==> src/verilog/tdec_pkg.sv <==
// package for turbo decoder execution control register bank
`default_nettype none
package tdec_pkg;

    // byte offsets on the register bus
    localparam logic [7:0] OFS_EXEC = 8'h00;
    localparam logic [7:0] OFS_END = 8'h04;
    localparam logic [7:0] OFS_STAT = 8'h08;
    localparam logic [7:0] OFS_IC0 = 8'h40;
    localparam logic [7:0] OFS_IC_LAST = 8'h7C;

    // execution instruction codes
    localparam logic [3:0] EXE_NONE = 4'h0;
    localparam logic [3:0] EXE_START = 4'h1;
    localparam logic [3:0] EXE_SOFT_RESET = 4'h2;
    localparam logic [3:0] EXE_DEBUG = 4'h4;
    localparam logic [3:0] EXE_STEP = 4'h5;
    localparam logic [3:0] EXE_COMPLETE = 4'h6;

    // endian/sleep register field positions
    localparam int END_EXT_BIT = 0;
    localparam int END_INTER_BIT = 1;
    localparam int END_SLP_VSS_BIT = 4;
    localparam int END_SLP_VDD_BIT = 5;
    localparam logic [5:0] END_RESET = 6'h00;

    // status register field positions
    localparam int STAT_RUN_BIT = 0;
    localparam int STAT_WAIT_IC_BIT = 1;
    localparam int STAT_DEBUG_BIT = 2;
    localparam int STAT_STATE_LSB = 4;

    // map decoder states; a debug step stops in state 6
    localparam logic [3:0] MAP_IDLE = 4'h0;
    localparam logic [3:0] MAP_FIRST = 4'h1;
    localparam logic [3:0] MAP_HOLD = 4'h6;
    localparam logic [3:0] MAP_LAST = 4'h8;

    localparam int IC_WORDS = 16;
    localparam int INIT_CYCLES = 4;
    localparam int MAP_CYCLES = 8;
    localparam int DEFAULT_DECODES = 4;

    typedef enum logic [2:0] {
        SQ_IDLE, SQ_INIT, SQ_DBG_WAIT, SQ_RUN, SQ_DBG_HOLD
    } tdec_seq_e;

    typedef struct packed {
        logic wr;
        logic [7:0] addr;
    } tdec_wreq_s;

endpackage : tdec_pkg
`default_nettype wire

==> src/verilog/tdec_icmem.sv <==
// memory of the sixteen input configuration words
`timescale 1ns/100ps
`default_nettype none
module tdec_icmem #(
    parameter int WORDS = 16,
    parameter int AW = 4
) (
    // clock and reset
    input wire logic clk,
    input wire logic rst_n,
    input wire logic clear,
    // write port
    input wire logic we,
    input wire logic [AW-1:0] waddr,
    input wire logic [31:0] wdata,
    // read port, registered data
    input wire logic [AW-1:0] raddr,
    output logic [31:0] rdata
);
    logic [31:0] mem_q [WORDS];

    always_ff @(posedge clk) begin
        for (int i = 0; i < WORDS; i++) begin
            if (!rst_n || clear) begin
                mem_q[i] <= 32'h0000_0000;
            end else if (we && waddr == AW'(i)) begin
                mem_q[i] <= wdata;
            end
        end
    end

    always_ff @(posedge clk) begin
        if (!rst_n) begin
            rdata <= 32'h0000_0000;
        end else begin
            rdata <= mem_q[raddr];
        end
    end
endmodule : tdec_icmem
`default_nettype wire

==> src/verilog/tdec_seq.sv <==
// map decoder sequencer with debug hold and step
`timescale 1ns/100ps
`default_nettype none
module tdec_seq #(
    parameter int DECODES = 4
) (
    // clock and reset
    input wire logic clk,
    input wire logic rst_n,
    input wire logic soft_rst,
    // instruction strobes
    input wire logic go_start,
    input wire logic go_debug,
    input wire logic go_step,
    input wire logic go_complete,
    // state
    output logic [3:0] map_state,
    output logic in_debug,
    output logic wait_ic
);
    localparam int CW = 8;
    localparam logic [CW-1:0] INIT_N = CW'(tdec_pkg::INIT_CYCLES - 1);
    localparam logic [CW-1:0] MAP_N = CW'(tdec_pkg::MAP_CYCLES - 1);
    localparam logic [CW-1:0] DEC_N = CW'(DECODES - 1);

    tdec_pkg::tdec_seq_e seq_q;
    logic [CW-1:0] cnt_q;
    logic [CW-1:0] dec_q;
    logic dbg_q;
    logic step_q;
    logic [3:0] st_q;

    wire cnt_done = (cnt_q == MAP_N);
    wire last_dec = (dec_q == DEC_N);

    always_ff @(posedge clk) begin
        if (!rst_n || soft_rst) begin
            seq_q <= tdec_pkg::SQ_IDLE;
            cnt_q <= '0;
            dec_q <= '0;
            dbg_q <= 1'b0;
            step_q <= 1'b0;
            st_q <= tdec_pkg::MAP_IDLE;
        end else begin
            case (seq_q)
                tdec_pkg::SQ_IDLE: begin
                    cnt_q <= '0;
                    dec_q <= '0;
                    st_q <= tdec_pkg::MAP_IDLE;
                    if (go_start || go_debug) begin
                        seq_q <= tdec_pkg::SQ_INIT;
                        dbg_q <= go_debug;
                    end
                end
                tdec_pkg::SQ_INIT: begin
                    cnt_q <= cnt_q + 1'b1;
                    if (cnt_q == INIT_N) begin
                        cnt_q <= '0;
                        st_q <= dbg_q ? tdec_pkg::MAP_IDLE
                                      : tdec_pkg::MAP_FIRST;
                        seq_q <= dbg_q ? tdec_pkg::SQ_DBG_WAIT
                                       : tdec_pkg::SQ_RUN;
                    end
                end
                tdec_pkg::SQ_DBG_WAIT: begin
                    st_q <= tdec_pkg::MAP_IDLE;
                    if (go_step || go_complete) begin
                        step_q <= go_step;
                        st_q <= tdec_pkg::MAP_FIRST;
                        seq_q <= tdec_pkg::SQ_RUN;
                    end
                end
                tdec_pkg::SQ_RUN: begin
                    cnt_q <= cnt_q + 1'b1;
                    if (st_q != tdec_pkg::MAP_LAST) begin
                        st_q <= st_q + 4'h1;
                    end
                    if (cnt_done) begin
                        cnt_q <= '0;
                        dec_q <= dec_q + 1'b1;
                        st_q <= tdec_pkg::MAP_FIRST;
                        if (last_dec) begin
                            seq_q <= tdec_pkg::SQ_IDLE;
                            st_q <= tdec_pkg::MAP_IDLE;
                            dbg_q <= 1'b0;
                        end else if (step_q) begin
                            seq_q <= tdec_pkg::SQ_DBG_HOLD;
                            st_q <= tdec_pkg::MAP_HOLD;
                        end
                    end
                end
                tdec_pkg::SQ_DBG_HOLD: begin
                    st_q <= tdec_pkg::MAP_HOLD;
                    if (go_step || go_complete) begin
                        step_q <= go_step;
                        st_q <= tdec_pkg::MAP_FIRST;
                        seq_q <= tdec_pkg::SQ_RUN;
                    end
                end
                default: begin
                    seq_q <= tdec_pkg::SQ_IDLE;
                end
            endcase
        end
    end

    assign map_state = st_q;
    assign in_debug = dbg_q;
    // decoder waits for new words whenever it is idle
    assign wait_ic = (seq_q == tdec_pkg::SQ_IDLE);
endmodule : tdec_seq
`default_nettype wire

==> src/verilog/tdec_ctrl.sv <==
// turbo decoder execution control register bank with AHB-Lite slave
// Contract
// - writing code 1h starts normal decoding
// - writing code 4h enters debug mode after normal initialisation
// - in debug mode the decoder holds in map state 0
// - code 5h in debug runs one map decode then holds in state 6
// - code 6h in debug runs all remaining decodes to the end
// - soft reset clears all but execution and endian/sleep registers
// - extrinsic format bit: 1 native 8-bit, 0 packed 32-bit, read/write
// - interleaver format bit, same encoding, read/write
// - one write can select native format for all data
// - vss sleep bit: 0 sleep disabled, 1 internal control enabled
// - vdd sleep bit: 0 sleep disabled, 1 internal control enabled
// - sixteen input configuration words are writable by the cpu
// - the input configuration words read back as programmed; a read right after a write to the same word returns the old word
// - run status tells idle state 0 from active states 1 to 8
// - wait flag shows decoder awaits new configuration words
//
// The AHB-Lite slave port and the address map were left to the implementer.
`timescale 1ns/100ps
`default_nettype none
module tdec_ctrl #(
    parameter int DECODES = tdec_pkg::DEFAULT_DECODES
) (
    // clock and reset
    input wire logic CLK,
    input wire logic RST_N,
    // AHB-Lite slave
    input wire logic HSEL,
    input wire logic [31:0] HADDR,
    input wire logic [1:0] HTRANS,
    input wire logic HWRITE,
    input wire logic [2:0] HSIZE,
    input wire logic [31:0] HWDATA,
    input wire logic HREADY,
    output logic [31:0] HRDATA,
    output logic HREADYOUT,
    output logic HRESP,
    // decoder side
    output logic EXT_NATIVE,
    output logic INTER_NATIVE,
    output logic SLEEP_VSS_EN,
    output logic SLEEP_VDD_EN,
    output logic [3:0] MAP_STATE,
    output logic RUN_STATUS,
    output logic WAIT_CONFIG_FLAG
);
    // address phase capture
    tdec_pkg::tdec_wreq_s req_q;
    logic rd_q;
    logic [3:0] execute_instruction_field_q;
    logic [5:0] endian_sleep_register_q;

    wire addr_ok = HSEL && HREADY && HTRANS[1];
    wire [7:0] a_lo = HADDR[7:0];

    always_ff @(posedge CLK) begin
        if (!RST_N) begin
            req_q <= '0;
            rd_q <= 1'b0;
        end else begin
            req_q.wr <= addr_ok && HWRITE;
            rd_q <= addr_ok && !HWRITE;
            if (addr_ok) begin
                req_q.addr <= a_lo;
            end
        end
    end

    // data phase write decode
    wire wr_exec = req_q.wr && req_q.addr == tdec_pkg::OFS_EXEC;
    wire wr_end = req_q.wr && req_q.addr == tdec_pkg::OFS_END;
    wire in_ic_w = req_q.addr >= tdec_pkg::OFS_IC0
                && req_q.addr <= tdec_pkg::OFS_IC_LAST;
    wire wr_ic = req_q.wr && in_ic_w;
    wire [3:0] ic_widx = req_q.addr[5:2];
    wire [3:0] code = HWDATA[3:0];
    wire go_start = wr_exec && code == tdec_pkg::EXE_START;
    wire go_debug = wr_exec && code == tdec_pkg::EXE_DEBUG;
    wire go_step = wr_exec && code == tdec_pkg::EXE_STEP;
    wire go_complete = wr_exec && code == tdec_pkg::EXE_COMPLETE;
    wire soft_rst = wr_exec && code == tdec_pkg::EXE_SOFT_RESET;

    // execution and endian registers survive a soft reset
    always_ff @(posedge CLK) begin
        if (!RST_N) begin
            execute_instruction_field_q <= tdec_pkg::EXE_NONE;
            endian_sleep_register_q <= tdec_pkg::END_RESET;
        end else begin
            if (wr_exec) begin
                execute_instruction_field_q <= code;
            end
            if (wr_end) begin
                endian_sleep_register_q <= HWDATA[5:0];
            end
        end
    end

    // ic words: read index is taken in the address phase so the
    // registered memory output lines up with the data phase
    wire [3:0] ic_ridx = a_lo[5:2];
    logic [31:0] ic_rdata;

    tdec_icmem #(
        .WORDS(tdec_pkg::IC_WORDS),
        .AW(4)
    ) u_icmem (
        .clk(CLK),
        .rst_n(RST_N),
        .clear(soft_rst),
        .we(wr_ic),
        .waddr(ic_widx),
        .wdata(HWDATA),
        .raddr(ic_ridx),
        .rdata(ic_rdata)
    );

    logic [3:0] map_state;
    logic in_debug;
    logic wait_ic;

    tdec_seq #(
        .DECODES(DECODES)
    ) u_seq (
        .clk(CLK),
        .rst_n(RST_N),
        .soft_rst(soft_rst),
        .go_start(go_start),
        .go_debug(go_debug),
        .go_step(go_step && in_debug),
        .go_complete(go_complete && in_debug),
        .map_state(map_state),
        .in_debug(in_debug),
        .wait_ic(wait_ic)
    );

    wire run = map_state != tdec_pkg::MAP_IDLE;

    logic [31:0] stat_word;
    always_comb begin
        stat_word = 32'h0000_0000;
        stat_word[tdec_pkg::STAT_RUN_BIT] = run;
        stat_word[tdec_pkg::STAT_WAIT_IC_BIT] = wait_ic;
        stat_word[tdec_pkg::STAT_DEBUG_BIT] = in_debug;
        stat_word[tdec_pkg::STAT_STATE_LSB +: 4] = map_state;
    end

    // read mux in the data phase; unmapped reads return zero
    wire [31:0] exec_word = {28'h000_0000, execute_instruction_field_q};
    wire [31:0] end_word = {26'h0, endian_sleep_register_q};
    logic [31:0] rd_mux;
    always_comb begin
        rd_mux = 32'h0000_0000;
        if (rd_q) begin
            if (req_q.addr == tdec_pkg::OFS_EXEC) begin
                rd_mux = exec_word;
            end else if (req_q.addr == tdec_pkg::OFS_END) begin
                rd_mux = end_word;
            end else if (req_q.addr == tdec_pkg::OFS_STAT) begin
                rd_mux = stat_word;
            end else if (in_ic_w) begin
                rd_mux = ic_rdata;
            end
        end
    end

    assign HRDATA = rd_mux;
    assign HREADYOUT = 1'b1;
    assign HRESP = 1'b0;
    assign EXT_NATIVE = endian_sleep_register_q[tdec_pkg::END_EXT_BIT];
    assign INTER_NATIVE = endian_sleep_register_q[tdec_pkg::END_INTER_BIT];
    // sleep enables gated while running: only idle may sleep
    assign SLEEP_VSS_EN =
        endian_sleep_register_q[tdec_pkg::END_SLP_VSS_BIT] && !run;
    assign SLEEP_VDD_EN =
        endian_sleep_register_q[tdec_pkg::END_SLP_VDD_BIT] && !run;
    assign MAP_STATE = map_state;
    assign RUN_STATUS = run;
    assign WAIT_CONFIG_FLAG = wait_ic;
endmodule : tdec_ctrl
`default_nettype wire

==> config.mk <==
export PLATFORM = sky130hd
export DESIGN_NAME = tdec_ctrl
export DESIGN_NICKNAME = d
export VERILOG_FILES = /design/src/verilog/tdec_pkg.sv /design/src/verilog/tdec_icmem.sv /design/src/verilog/tdec_seq.sv /design/src/verilog/tdec_ctrl.sv
export SDC_FILE = /design/constraint.sdc
export NUM_CORES = 1
export LEC_CHECK = 0
export BUFFER_PORTS_ARGS = -buffer_cell sky130_fd_sc_hd__buf_2
export CAP_MARGIN = 15
export CORE_MARGIN = 4
export CORE_UTILIZATION = 45
export DETAILED_ROUTE_END_ITERATION = 8
export PLACE_DENSITY = 0.74
export SYNTH_ARGS = -nofsm -noshare
export SYNTH_HDL_FRONTEND = slang
export SYNTH_HIERARCHICAL = 1
export SYNTH_SLANG_ARGS = --single-unit
==> constraint.sdc <==
create_clock -name CLK -period 4.35 [get_ports CLK]
set_input_delay 0.87 -clock CLK [delete_from_list [all_inputs] [get_ports CLK]]
set_output_delay 0.87 -clock CLK [all_outputs]
set_load 0.05 [all_outputs]
==> results of run 1 <==
worst paths after layout:
check / startpoint / endpoint / cells after the start
max: ic_widx[1] / u_icmem/mem_q[15][10] / 8
min: HWRITE / rd_q / 2
max reg2reg: ic_widx[1] / u_icmem/mem_q[15][10] / 8
min reg2reg: endian_sleep_register_q[3] / endian_sleep_register_q[3] / 2
power by group:
part | leakage, nW | switching, W | total, W | internal (W)
Sequential | 5.92 | 0.0000710 | 0.00639 | 0.00632
Clock | 0.965 | 0.00213 | 0.00514 | 0.00301
Combinational | 5.06 | 0.000580 | 0.000852 | 0.000272
stage by stage:
| stage | util (%) | setup TNS (ns) | power, W | std cells | instance area (µm²) |
|---|---|---|---|---|---|
| 2_1_floorplan | - | -8.03 | 0.00704 | 2069 | 27300 |
| 3_3_place_gp | 47.2 | 0 | 0.00731 | 2822 | 28400 |
| 3_5_place_dp | 47.3 | 0 | 0.00735 | 2825 | 28500 |
| 4_1_cts | 50.6 | 0 | 0.0125 | 2933 | 30500 |
| 5_1_grt | 50.6 | 0 | 0.0128 | 2933 | 30500 |
| 6_report | 50.6 | 0 | 0.0124 | 2937 | 30500 |
synth_stat cells (all sizes together), types with 2 or more instances:
master	instances	area, µm²
xor2	6	52.6
ha	4	50.1
nand2b	10	62.6
a221oi	12	155
xnor2	2	17.5
clkbuf	78	299
nand3b	3	35.0
o311a	2	20.0
nor2b	13	81.3
and3	29	181
a311oi	7	67.6
nand2	109	409
nand4	7	43.8
a22oi	113	848
a41oi	3	26.3
and2	522	3270
a32oi	2	17.5
a32o	2	21.3
mux4	12	282
buf	90	753
edfxtp	512	15400
dfxtp	77	1540
inv	12	45.0
a211oi	4	30.0
conb	2	7.51
nor3b	2	15.0
nor2	44	210
or2	3	18.8
a21boi	12	90.1
a21oi	12	60.1
o21ai	47	239
o22ai	23	144
or4	2	22.5
nand3	12	75.1
nor4	6	65.1
mux2i	242	2420
nor3	14	91.3
final cells by class:
type,count,area [µm²],area share [%]
inverter,12,45.0,0.148
clock inverter,17,223,0.731
tap,782,978,3.21
clock buffer,91,1750,5.75
multi-input combinational,1300,9530,31.3
sequential,589,16900,55.5
timing repair buffer,142,1030,3.37
antenna,4,10.0,0.0328
cells in the final DEF, fill, tap and decap left out, types with 16 or more instances in the layout:
| cell | Yosys | final |
|---|---|---|
| and2_1 | 521 | 520 |
| edfxtp_1 | 512 | 512 |
| mux2i_1 | 242 | 242 |
| a22oi_1 | 113 | 113 |
| nand2_1 | 109 | 108 |
| buf_2 | 55 | 86 |
| dfxtp_1 | 77 | 77 |
| clkbuf_16 | 0 | 61 |
| buf_4 | 4 | 42 |
| and3_1 | 29 | 29 |
| o21ai_1 | 26 | 26 |
| o22ai_1 | 23 | 23 |
| nor2_1 | 26 | 22 |
| nor2_2 | 18 | 21 |
| clkbuf_1 | 75 | 18 |
| o21ai_4 | 0 | 16 |
metal layers:
layer,GRT usage (%),share of wire [%]
met3,3.80,9.1
met2,35.0,47
met4,6.38,2.5
met1,30.2,42
met5,0,0
critical path, cell delays in order, from the launching register on:
cell and delay (ns):
dfxtp_1 0.67, nor3_1 0.20, nand4b_2 0.23, nor4_1 0.14, nor2b_4 0.88, nand4_1 0.39
nor2_2 0.66, buf_4 0.46, and2_1 0.19
sequential cells by signal, indices dropped and copies added (netlist names):
register / count
u_icmem/mem_q: 512
u_icmem/rdata: 32
u_seq/cnt_q: 8
u_seq/dec_q: 8
endian_sleep_register_q: 6
req_q: 5
execute_instruction_field_q: 4
ic_widx: 4
u_seq/map_state: 4
u_seq/seq_q: 3
rd_q: 1
u_seq/in_debug: 1
u_seq/step_q: 1
logic make-up (layout without fill, tap and decap cells):
logic type	after synthesis	count (layout)	share of synthesized area [%]
adders and majority gates	4	4	0.183
muxes	254	254	9.90
AOI/OAI and AO/OA	249	249	6.64
DFF	589	589	62.0
other	2	6	0.0275
xor gates and xnor gates	8	8	0.257
and+or+nand+nor	783	783	17.0
buffers and inverters	180	262	4.02
==> results.md, run 1 <==
- Die height: 254 µm
- Filler cells: 4928
- Worst-path clk slew: 0.06 ns
- Post-synthesis register bit count: 589
- I/O pins: 118
- CTS Buffer Depth: 3
- CTS tree: yes
- Number of remaining DRC errors: 0
- Final ANT Viol Nets: 0
- Cell count after synthesis: 2069
- Core box area: 0.0602 mm²
- Clock Skew: 0.0229 ns
- Outcome: finished, final reports clean
- Worst slew margin: 22.0%
- Gpl congestion: 0.799
- Clk Latency, worst-skew pair: 0.63 ns
- Final worst slack: 0.356 ns
- Row count: 90
- PwrDens: 406 mW/mm²
- Die width: 254 µm
- Setup-failing EPs final: 0
- Synth warnings: 6
- H-tree lvl count: 2
- Tcrit/Tclk final: 91.8%
- First-pass GRT wire length: 106 mm
- Hold buffers post-CTS: 0
- # port buffers: 87
- Hold WC Path Type: primary input to flop
- Crit. End Element: flop
- Final Critical Period: 3.99 ns
- Pin count of the biggest net entering global routing: 65
- DR iter-0 viols: 1781
- Vias in the first global route: 17.1k
- CTS root buffer: clkbuf_16
- Static leakage: 11.9 nW
- CP Class: flop to flop
- Initial antenna violation count: 4
- Clock sinks: 589
- Peak VDD IR: 0.346 mV
- Main flop type after synthesis: edfxtp_1
- Post-Place Worst Slack: 0.210 ns
- EDFF count, synth: 512
- Routed wire length: 70.8 mm
- Die footprint: 0.0647 mm²
- GRT Total Usage: 21.6%
- Final Hold Fails: 0
- Via density: 5.81
- Max Cap Viol: 0
- Slew @ Worst Pin: 1.17 ns
- Mean Syn Cell Area: 13.2 µm²
- RSZ-0062 raised after global routing: false
- Layout Area Growth over Synthesis: 11.6%
- Crit Path Max Fanout: 22
- Drt first pass iters: 5
- Yosys cell types: 75
- R2R setup slack: 0.36 ns
- Syn nets: 2147
- Post_cts resized: 0
- Share of layout cells above drive strength 1: 14.6%
- Routed len/inst: 24.1 µm
- Req. time, crit path: 4.83 ns
- Remaining global-route overflow: 0
- Num CTS Buffers: 57
- Sequential area share after synthesis: 62.0%
- Worst setup SP type: flop
- Synth Cell Area: 0.0273 mm²
- Placed wire-length estimate: 41.0 mm
- Vias: 17.1k
- CP Data Arrival Time: 4.47 ns
- Max-slew violations: 0
- Hold WS: 0.438 ns
- Max Clk Rate: 250 MHz
- Initial Util: 45.3%
- Nets: 2180
- Setup Fix Bufs, Post-CTS: 0
- Async SR Flop Fraction: 0%
Power figures use the tool's default switching activity.
==> run 2: changes to the inputs <==
--- a/config.mk
+++ b/config.mk
@@ -10,7 +10,8 @@
 export CORE_MARGIN = 4
 export CORE_UTILIZATION = 45
 export DETAILED_ROUTE_END_ITERATION = 8
-export PLACE_DENSITY = 0.74
+export PLACE_DENSITY = 0.71
+export SKIP_CTS_REPAIR_TIMING = 1
 export SYNTH_ARGS = -nofsm -noshare
 export SYNTH_HDL_FRONTEND = slang
 export SYNTH_HIERARCHICAL = 1
==> constraint.sdc (replaced) <==
create_clock -name CLK -period 5.15 [get_ports CLK]
set_input_delay 1.03 -clock CLK [delete_from_list [all_inputs] [get_ports CLK]]
set_output_delay 1.03 -clock CLK [all_outputs]
set_load 0.05 [all_outputs]
==> run 2 against run 1 <==
Against the previous run: non-clock buffer count up 1; worst hold slack improved by 0.031 ns; sequential power fell by 15%; final area down 0.41%; sequential cell count is the same; sequential share of layout area grew 0.23 points; global-route usage grew 0.22 points; clock skew down 0.012 ns.
==> results.md, run 2 (synthesis gave the netlist of run 1 again) <==
- Routed wire length: 71.7 mm (+1.2%)
- Placed wire-length estimate: 41.2 mm (+0.45%)
- CTS tree: yes
- GRT Total Usage: 21.8% (+0.22 points)
- Die footprint: 0.0647 mm² (unchanged)
- Final Hold Fails: 0 (unchanged)
- Die width: 254 µm (unchanged)
- Setup TNS: 0 ns (unchanged)
- Clock Skew: 0.0108 ns (-0.0121 ns)
- Tcrit/Tclk final: 74.4%
- Most flops, register: u_icmem/mem_q
- Final ANT Viol Nets: 0 (unchanged)
- Num CTS Buffers: 58 (+1.8%)
- Setup-failing EPs final: 0 (unchanged)
- Clock sinks: 589 (unchanged)
- Via density: 5.78 (-0.52%)
- Pin count of the biggest net entering global routing: 92 (+42%)
- CTS root buffer: clkbuf_16
- Max reg flops: 512 (unchanged)
- PwrDens: 338 mW/mm² (-17%)
- Hold WS: 0.469 ns (+0.0305 ns)
- Req. time, crit path: 4.12 ns (-0.71 ns)
- Crit. End Element: output pin
- First-pass GRT wire length: 106 mm (-0.20%)
- Hold WC Path Type: flop to flop
- Layout Area Growth over Synthesis: 11.2%
- Worst setup SP type: flop
- CTS Buffer Depth: 3 (unchanged)
- DR iter-0 viols: 1978 (+11%)
- Initial antenna violation count: 6 (+2)
- Die height: 254 µm (unchanged)
- Vias: 17.0k (-0.49%)
- Share of layout cells above drive strength 1: 14.0% (-0.52 points)
- RSZ-0062 raised after global routing: false
- Routed len/inst: 24.4 µm (+1.1%)
- Commonest non-fill, non-tap cell in the layout: and2_1
- Worst-path clk slew: 0.06 ns (about the same)
- Outcome: finished, final reports clean
- Filler cells: 5012 (+1.7%)
- Peak VDD IR: 0.270 mV (-22%)
- Nets: 2182 (+0.092%)
- Crit Path Max Fanout: 32 (+45%)
- Vias in the first global route: 16.8k (-1.4%)
- CP Data Arrival Time: 2.80 ns (-1.67 ns)
- Gpl congestion: 0.845 (+5.7%)
- Core box area: 0.0602 mm² (unchanged)
- Max Cap Viol: 0 (unchanged)
- Row count: 90 (unchanged)
- Drt first pass iters: 5 (unchanged)
- Worst slew margin: 24.2% (+2.1 points)
- I/O pins: 118 (unchanged)
- Largest registers: u_icmem/mem_q (512), u_icmem/rdata (32)
- Worst R2R Path Depth: 7 (-1)
- Clk Latency, worst-skew pair: 0.62 ns (about the same)
- Slew @ Worst Pin: 1.14 ns (-0.0278 ns)
- Number of remaining DRC errors: 0 (unchanged)
- CP Class: flop to output pin
- Initial Util: 45.3% (unchanged)
- Static leakage: 11.9 nW (-0.69%)
- H-tree lvl count: 2 (unchanged)
- Max Clk Rate: 261 MHz
- Max-slew violations: 0 (unchanged)
- Final Critical Period: 3.83 ns
- Most frequent cells in the layout: 520 x and2_1, 512 x edfxtp_1, 242 x mux2i_1
- Remaining global-route overflow: 0 (unchanged)
- WHS Path Cells: 2 (unchanged)
- # port buffers: 87 (unchanged)
-- run 2: worst paths after layout --
check / startpoint / end / slack, ns
setup reg to reg: ic_widx[0] / u_icmem/mem_q[9][0] / 1.36
setup / recovery: req_q[0] / HRDATA[4] / 1.32
hold / removal: execute_instruction_field_q[3] / execute_instruction_field_q[3] / 0.47
hold reg to reg: execute_instruction_field_q[3] / execute_instruction_field_q[3] / 0.47
-- run 2: area by class of cell --
type	instances	area, µm²	share of cell area [%]
Antenna cell	3	7.51	0.0247
Clock buffer	98	1740	5.73
Clock inverter	11	104	0.342
Inverter	12	45.0	0.148
Multi-Input combinational cell	1300	9530	31.4
Sequential cell	589	16900	55.7
Tap cell	782	978	3.22
Timing Repair Buffer	143	1040	3.43
-- run 2: metrics by stage --
| stage | cells | setup slack [ns] | power, W | instance area, µm² | util, % |
|---|---|---|---|---|---|
| 2_1_floorplan | 2069 | 0.737 | 0.00595 | 27300 | - |
| 3_3_place_gp | 2826 | 1.10 | 0.00618 | 28500 | 47.3 |
| 3_5_place_dp | 2826 | 0.983 | 0.00620 | 28500 | 47.3 |
| 4_1_cts | 2935 | 1.28 | 0.0103 | 30300 | 50.4 |
| 5_1_grt | 2935 | 1.16 | 0.0106 | 30300 | 50.4 |
| 6_report | 2938 | 1.32 | 0.0102 | 30400 | 50.4 |
-- run 2: per-layer routing --
layer	track usage [%]	vias to the layer above	part of all wire (%)
li1	-	7577	-
met1	31.0	8470	41
met2	34.7	800	46
met3	3.80	136	9.9
met4	6.71	4	2.8
met5	0	-	0.043
-- run 2: critical path, cell delays in order, from the launching register on --
cell and delay [ns]:
dfxtp_1 0.37, o211a_1 0.28, a311oi_4 0.30, buf_4 0.44, a22oi_1 0.18, a211oi_1 0.30, buf_2 0.31
-- run 2: where the power goes --
| part | switching (W) | total, W | internal (W) |
|---|---|---|---|
| Combinational | 0.000485 | 0.000705 | 0.000220 |
| Clock | 0.00176 | 0.00414 | 0.00238 |
| Sequential | 0.0000644 | 0.00540 | 0.00534 |
| Total | 0.00231 | 0.0102 | 0.00794 |
==> run 3: changes to the inputs <==
--- a/config.mk
+++ b/config.mk
@@ -5,6 +5,7 @@
 export SDC_FILE = /design/constraint.sdc
 export NUM_CORES = 1
 export LEC_CHECK = 0
+export ABC_AREA = 1
 export BUFFER_PORTS_ARGS = -buffer_cell sky130_fd_sc_hd__buf_2
 export CAP_MARGIN = 15
 export CORE_MARGIN = 4
==> constraint.sdc (replaced) <==
create_clock -name CLK -period 3.55 [get_ports CLK]
set_input_delay 0.71 -clock CLK [delete_from_list [all_inputs] [get_ports CLK]]
set_output_delay 0.71 -clock CLK [all_outputs]
set_load 0.05 [all_outputs]
==> run 3 against run 2 <==
Against the previous run: non-clock buffer count grew 36; highest routed layer unchanged; sequential power grew 46%; combinational power increased to 2.6 times the previous value.
==> results.md, run 3 <==
- Crit Path Max Fanout: 20 (-38%)
- Switching Power: 0.00404 W (+75%)
- Via density: 5.32 (-8.1%)
- Remaining global-route overflow: 0 (unchanged)
- DR iter-0 viols: 2585 (+31%)
- Yosys cell types: 39 (-48%)
- CTS tree: yes
- Worst R2R Start: req_q[8]
- Largest registers: u_icmem/mem_q (512), u_icmem/rdata (32)
- Die footprint: 0.0661 mm² (+2.1%)
- Util after Layout: 51.1% (+0.74 points)
- Initial Util: 45.3% (about the same)
- Drt first pass iters: 5 (unchanged)
- Sequential share of power: 50.6% (-2.1 points)
- Max-slew violations: 0 (unchanged)
- Syn nets: 3253 (+52%)
- Post-synthesis register bit count: 589 (unchanged)
- Part of the power in combinational logic: 11.9% (+5.0 points)
- Initial antenna violation count: 2 (-4)
- Tcrit/Tclk final: 89.5%
- Hold WC Path Type: primary input to flop
- CTS Buffer Depth: 3 (unchanged)
- Internal: 0.0115 W (+45%)
- Final Critical Period: 3.18 ns
- Cell count after synthesis: 3175 (+53%)
- Commonest non-fill, non-tap cell in the layout: nand2_1
- Setup TNS: 0 ns (unchanged)
- Crit. End Element: flop
- Clock Power Share: 37.5% (-2.9 points)
- CTS root buffer: clkbuf_16
- Placed wire-length estimate: 45.9 mm (+12%)
- Vias in the first global route: 20.8k (+23%)
- Net Sw Frac: 26.0% (+3.4 points)
- Filler cells: 5432 (+8.4%)
- RSZ-0062 raised after global routing: false
- Max reg flops: 512 (unchanged)
- Outcome: finished, final reports clean
- Clk Latency, worst-skew pair: 0.63 ns (about the same)
- Final Hold Fails: 0 (unchanged)
- Pin count of the biggest net entering global routing: 130 (+41%)
- CP Data Arrival Time: 3.63 ns (+0.83 ns)
- Worst setup path endpoint: u_icmem/mem_q[8][16]
- Worst R2R Path Depth: 8 (+1)
- Most frequent cells in the layout: 865 x nand2_1, 582 x nor2_1, 512 x edfxtp_1
- Worst-path clk slew: 0.06 ns (about the same)
- Synth warnings: 6 (unchanged)
- # port buffers: 87 (unchanged)
- GRT Total Usage: 23.2% (+1.4 points)
- Clock Skew: 0.0226 ns (+0.0118 ns)
- Static leakage: 13.7 nW (+16%)
- Routed len/inst: 19.1 µm (-22%)
- Async SR Flop Fraction: 0% (unchanged)
- Gpl congestion: 0.856 (+1.4%)
- Mean Syn Cell Area: 8.79 µm² (-33%)
- Yosys top cell by area: edfxtp_1
- CP Class: flop to flop
- Slew @ Worst Pin: 1.06 ns (-0.0819 ns)
- Main flop type after synthesis: edfxtp_1
- First-pass GRT wire length: 120 mm (+14%)
- Max Cap Viol: 0 (unchanged)
- H-tree lvl count: 2 (unchanged)
- Most flops, register: u_icmem/mem_q
- EDFF count, synth: 512 (unchanged)
- I/O pins: 118 (unchanged)
- Num CTS Buffers: 56 (-3.4%)
- Pwr Total: 0.0156 W (+52%)
- R2R setup slack: 0.37 ns (-0.99 ns)
- Max Clk Rate: 315 MHz
- Die width: 257 µm (+1.1%)
- Number of remaining DRC errors: 0 (unchanged)
- Worst slew margin: 29.3% (+5.2 points)
- Peak VDD IR: 0.362 mV (+34%)
- Synth top area cells: edfxtp_1 55%, nand2_1 12%, nor2_1 7.8%
- Clock sinks: 589 (unchanged)
- Req. time, crit path: 4.01 ns (-0.11 ns)
- Setup-failing EPs final: 0 (unchanged)
- Area share of the largest cell type after synthesis: 55.1% (-1.2 points)
- Layout Area Growth over Synthesis: 12.8%
- Row count: 91 (+1.1%)
- Worst setup path start: req_q[8]
- Final ANT Viol Nets: 0 (unchanged)
- Diodes inserted: 0 (-3)
- Vias: 21.7k (+28%)
- Core box area: 0.0616 mm² (+2.2%)
- Count leader, synth: nand2_1
- Sequential area share after synthesis: 60.6% (-1.3 points)
- Most instantiated cells after synthesis: 873 x nand2_1, 583 x nor2_1, 512 x edfxtp_1, 369 x nand3_1, 343 x inv_1
- PwrDens: 494 mW/mm² (+46%)
- Routed wire length: 78.0 mm (+8.8%)
- Nets: 3284 (+51%)
- FF-to-FF End: u_icmem/mem_q[8][16]
- Share of layout cells above drive strength 1: 10.9% (-3.1 points)
- Die height: 257 µm (+1.1%)
- Worst setup SP type: flop
- Synth Cell Area: 0.0279 mm² (+2.2%)
-- run 3: cell types whose count changed in the layout (fill, tap and decap cells not counted), sizes merged, moves of 15 or more --
cell	delta
nor3b	+23
nand2	+774
mux2i	-242
a22oi	-113
buf	+35
clkbuf	-21
inv	+341
clkinv	+15
o22ai	-23
a21oi	+53
and3	-29
nand3	+364
and2	-522
nor2	+553
-- run 3: logic make-up (layout without fill, tap and decap cells) --
family / after synthesis / count (layout) / synth area share [%]
other cells: 2 / 2 / 0.0269
simple gates: 1903 / 1903 / 29.1
compound gates: 111 / 111 / 2.15
xor+xnor: 5 / 5 / 0.157
fa+ha+maj: 4 / 4 / 0.179
flops: 589 / 589 / 60.6
buf+inv: 561 / 637 / 7.79
-- run 3: worst min path at each step --
stage,depth (start not counted),end,from
2_1_floorplan,2,req_q[1],req_q[1]
3_3_place_gp,2,req_q[1],req_q[1]
3_5_place_dp,2,execute_instruction_field_q[2],execute_instruction_field_q[2]
4_1_cts,2,rd_q,HWRITE
5_1_grt,2,rd_q,HWRITE
6_report,2,rd_q,HWRITE
-- run 3: critical path, cell delays in order, from the launching register on --
cell,delay (ns)
dfxtp_1,0.57
inv_1,0.21
nor2_1,0.18
buf_4,0.23
inv_1,0.10
nor3_2,0.61
nand3_2,0.61
buf_12,0.37
nor2_1,0.13
-- run 3: through the flow --
stage,worst slack [ns],hold WS [ns],area (µm²),std cells
final,0.374,0.272,31500,4088
after global routing,0.211,0.265,31500,4088
after CTS,0.114,0.247,31500,4087
after detailed placement,0.0415,0.471,29700,3984
after global placement,0.0854,0.458,29700,3984
after floorplan,-0.588,0.446,27900,3175
-- run 3: routing by layer --
layer,GRT usage [%],part of all wire (%)
met3,3.10,9.2
met4,9.14,3.8
met5,0,0.018
met1,29.9,38
met2,40.1,49
-- run 3: layout make-up --
cell class / instances / area (µm²) / area share (%)
flip-flops and latches: 589 / 16900 / 53.7
multi-input cells: 2025 / 8980 / 28.5
clock buffers: 76 / 1550 / 4.92
repair buffers: 179 / 1450 / 4.61
inverters: 355 / 1340 / 4.26
well taps: 837 / 1050 / 3.33
clock inverters: 27 / 208 / 0.660
-- run 3: power by group through the flow --
stage               Clock, W  Combinational (W)  Sequential, W
detailed placement         0            0.00183        0.00802
global placement           0            0.00181        0.00801
global route         0.00618            0.00203        0.00790
finish               0.00584            0.00186        0.00787
floorplan                  0            0.00125        0.00803
CTS                  0.00591            0.00184        0.00787
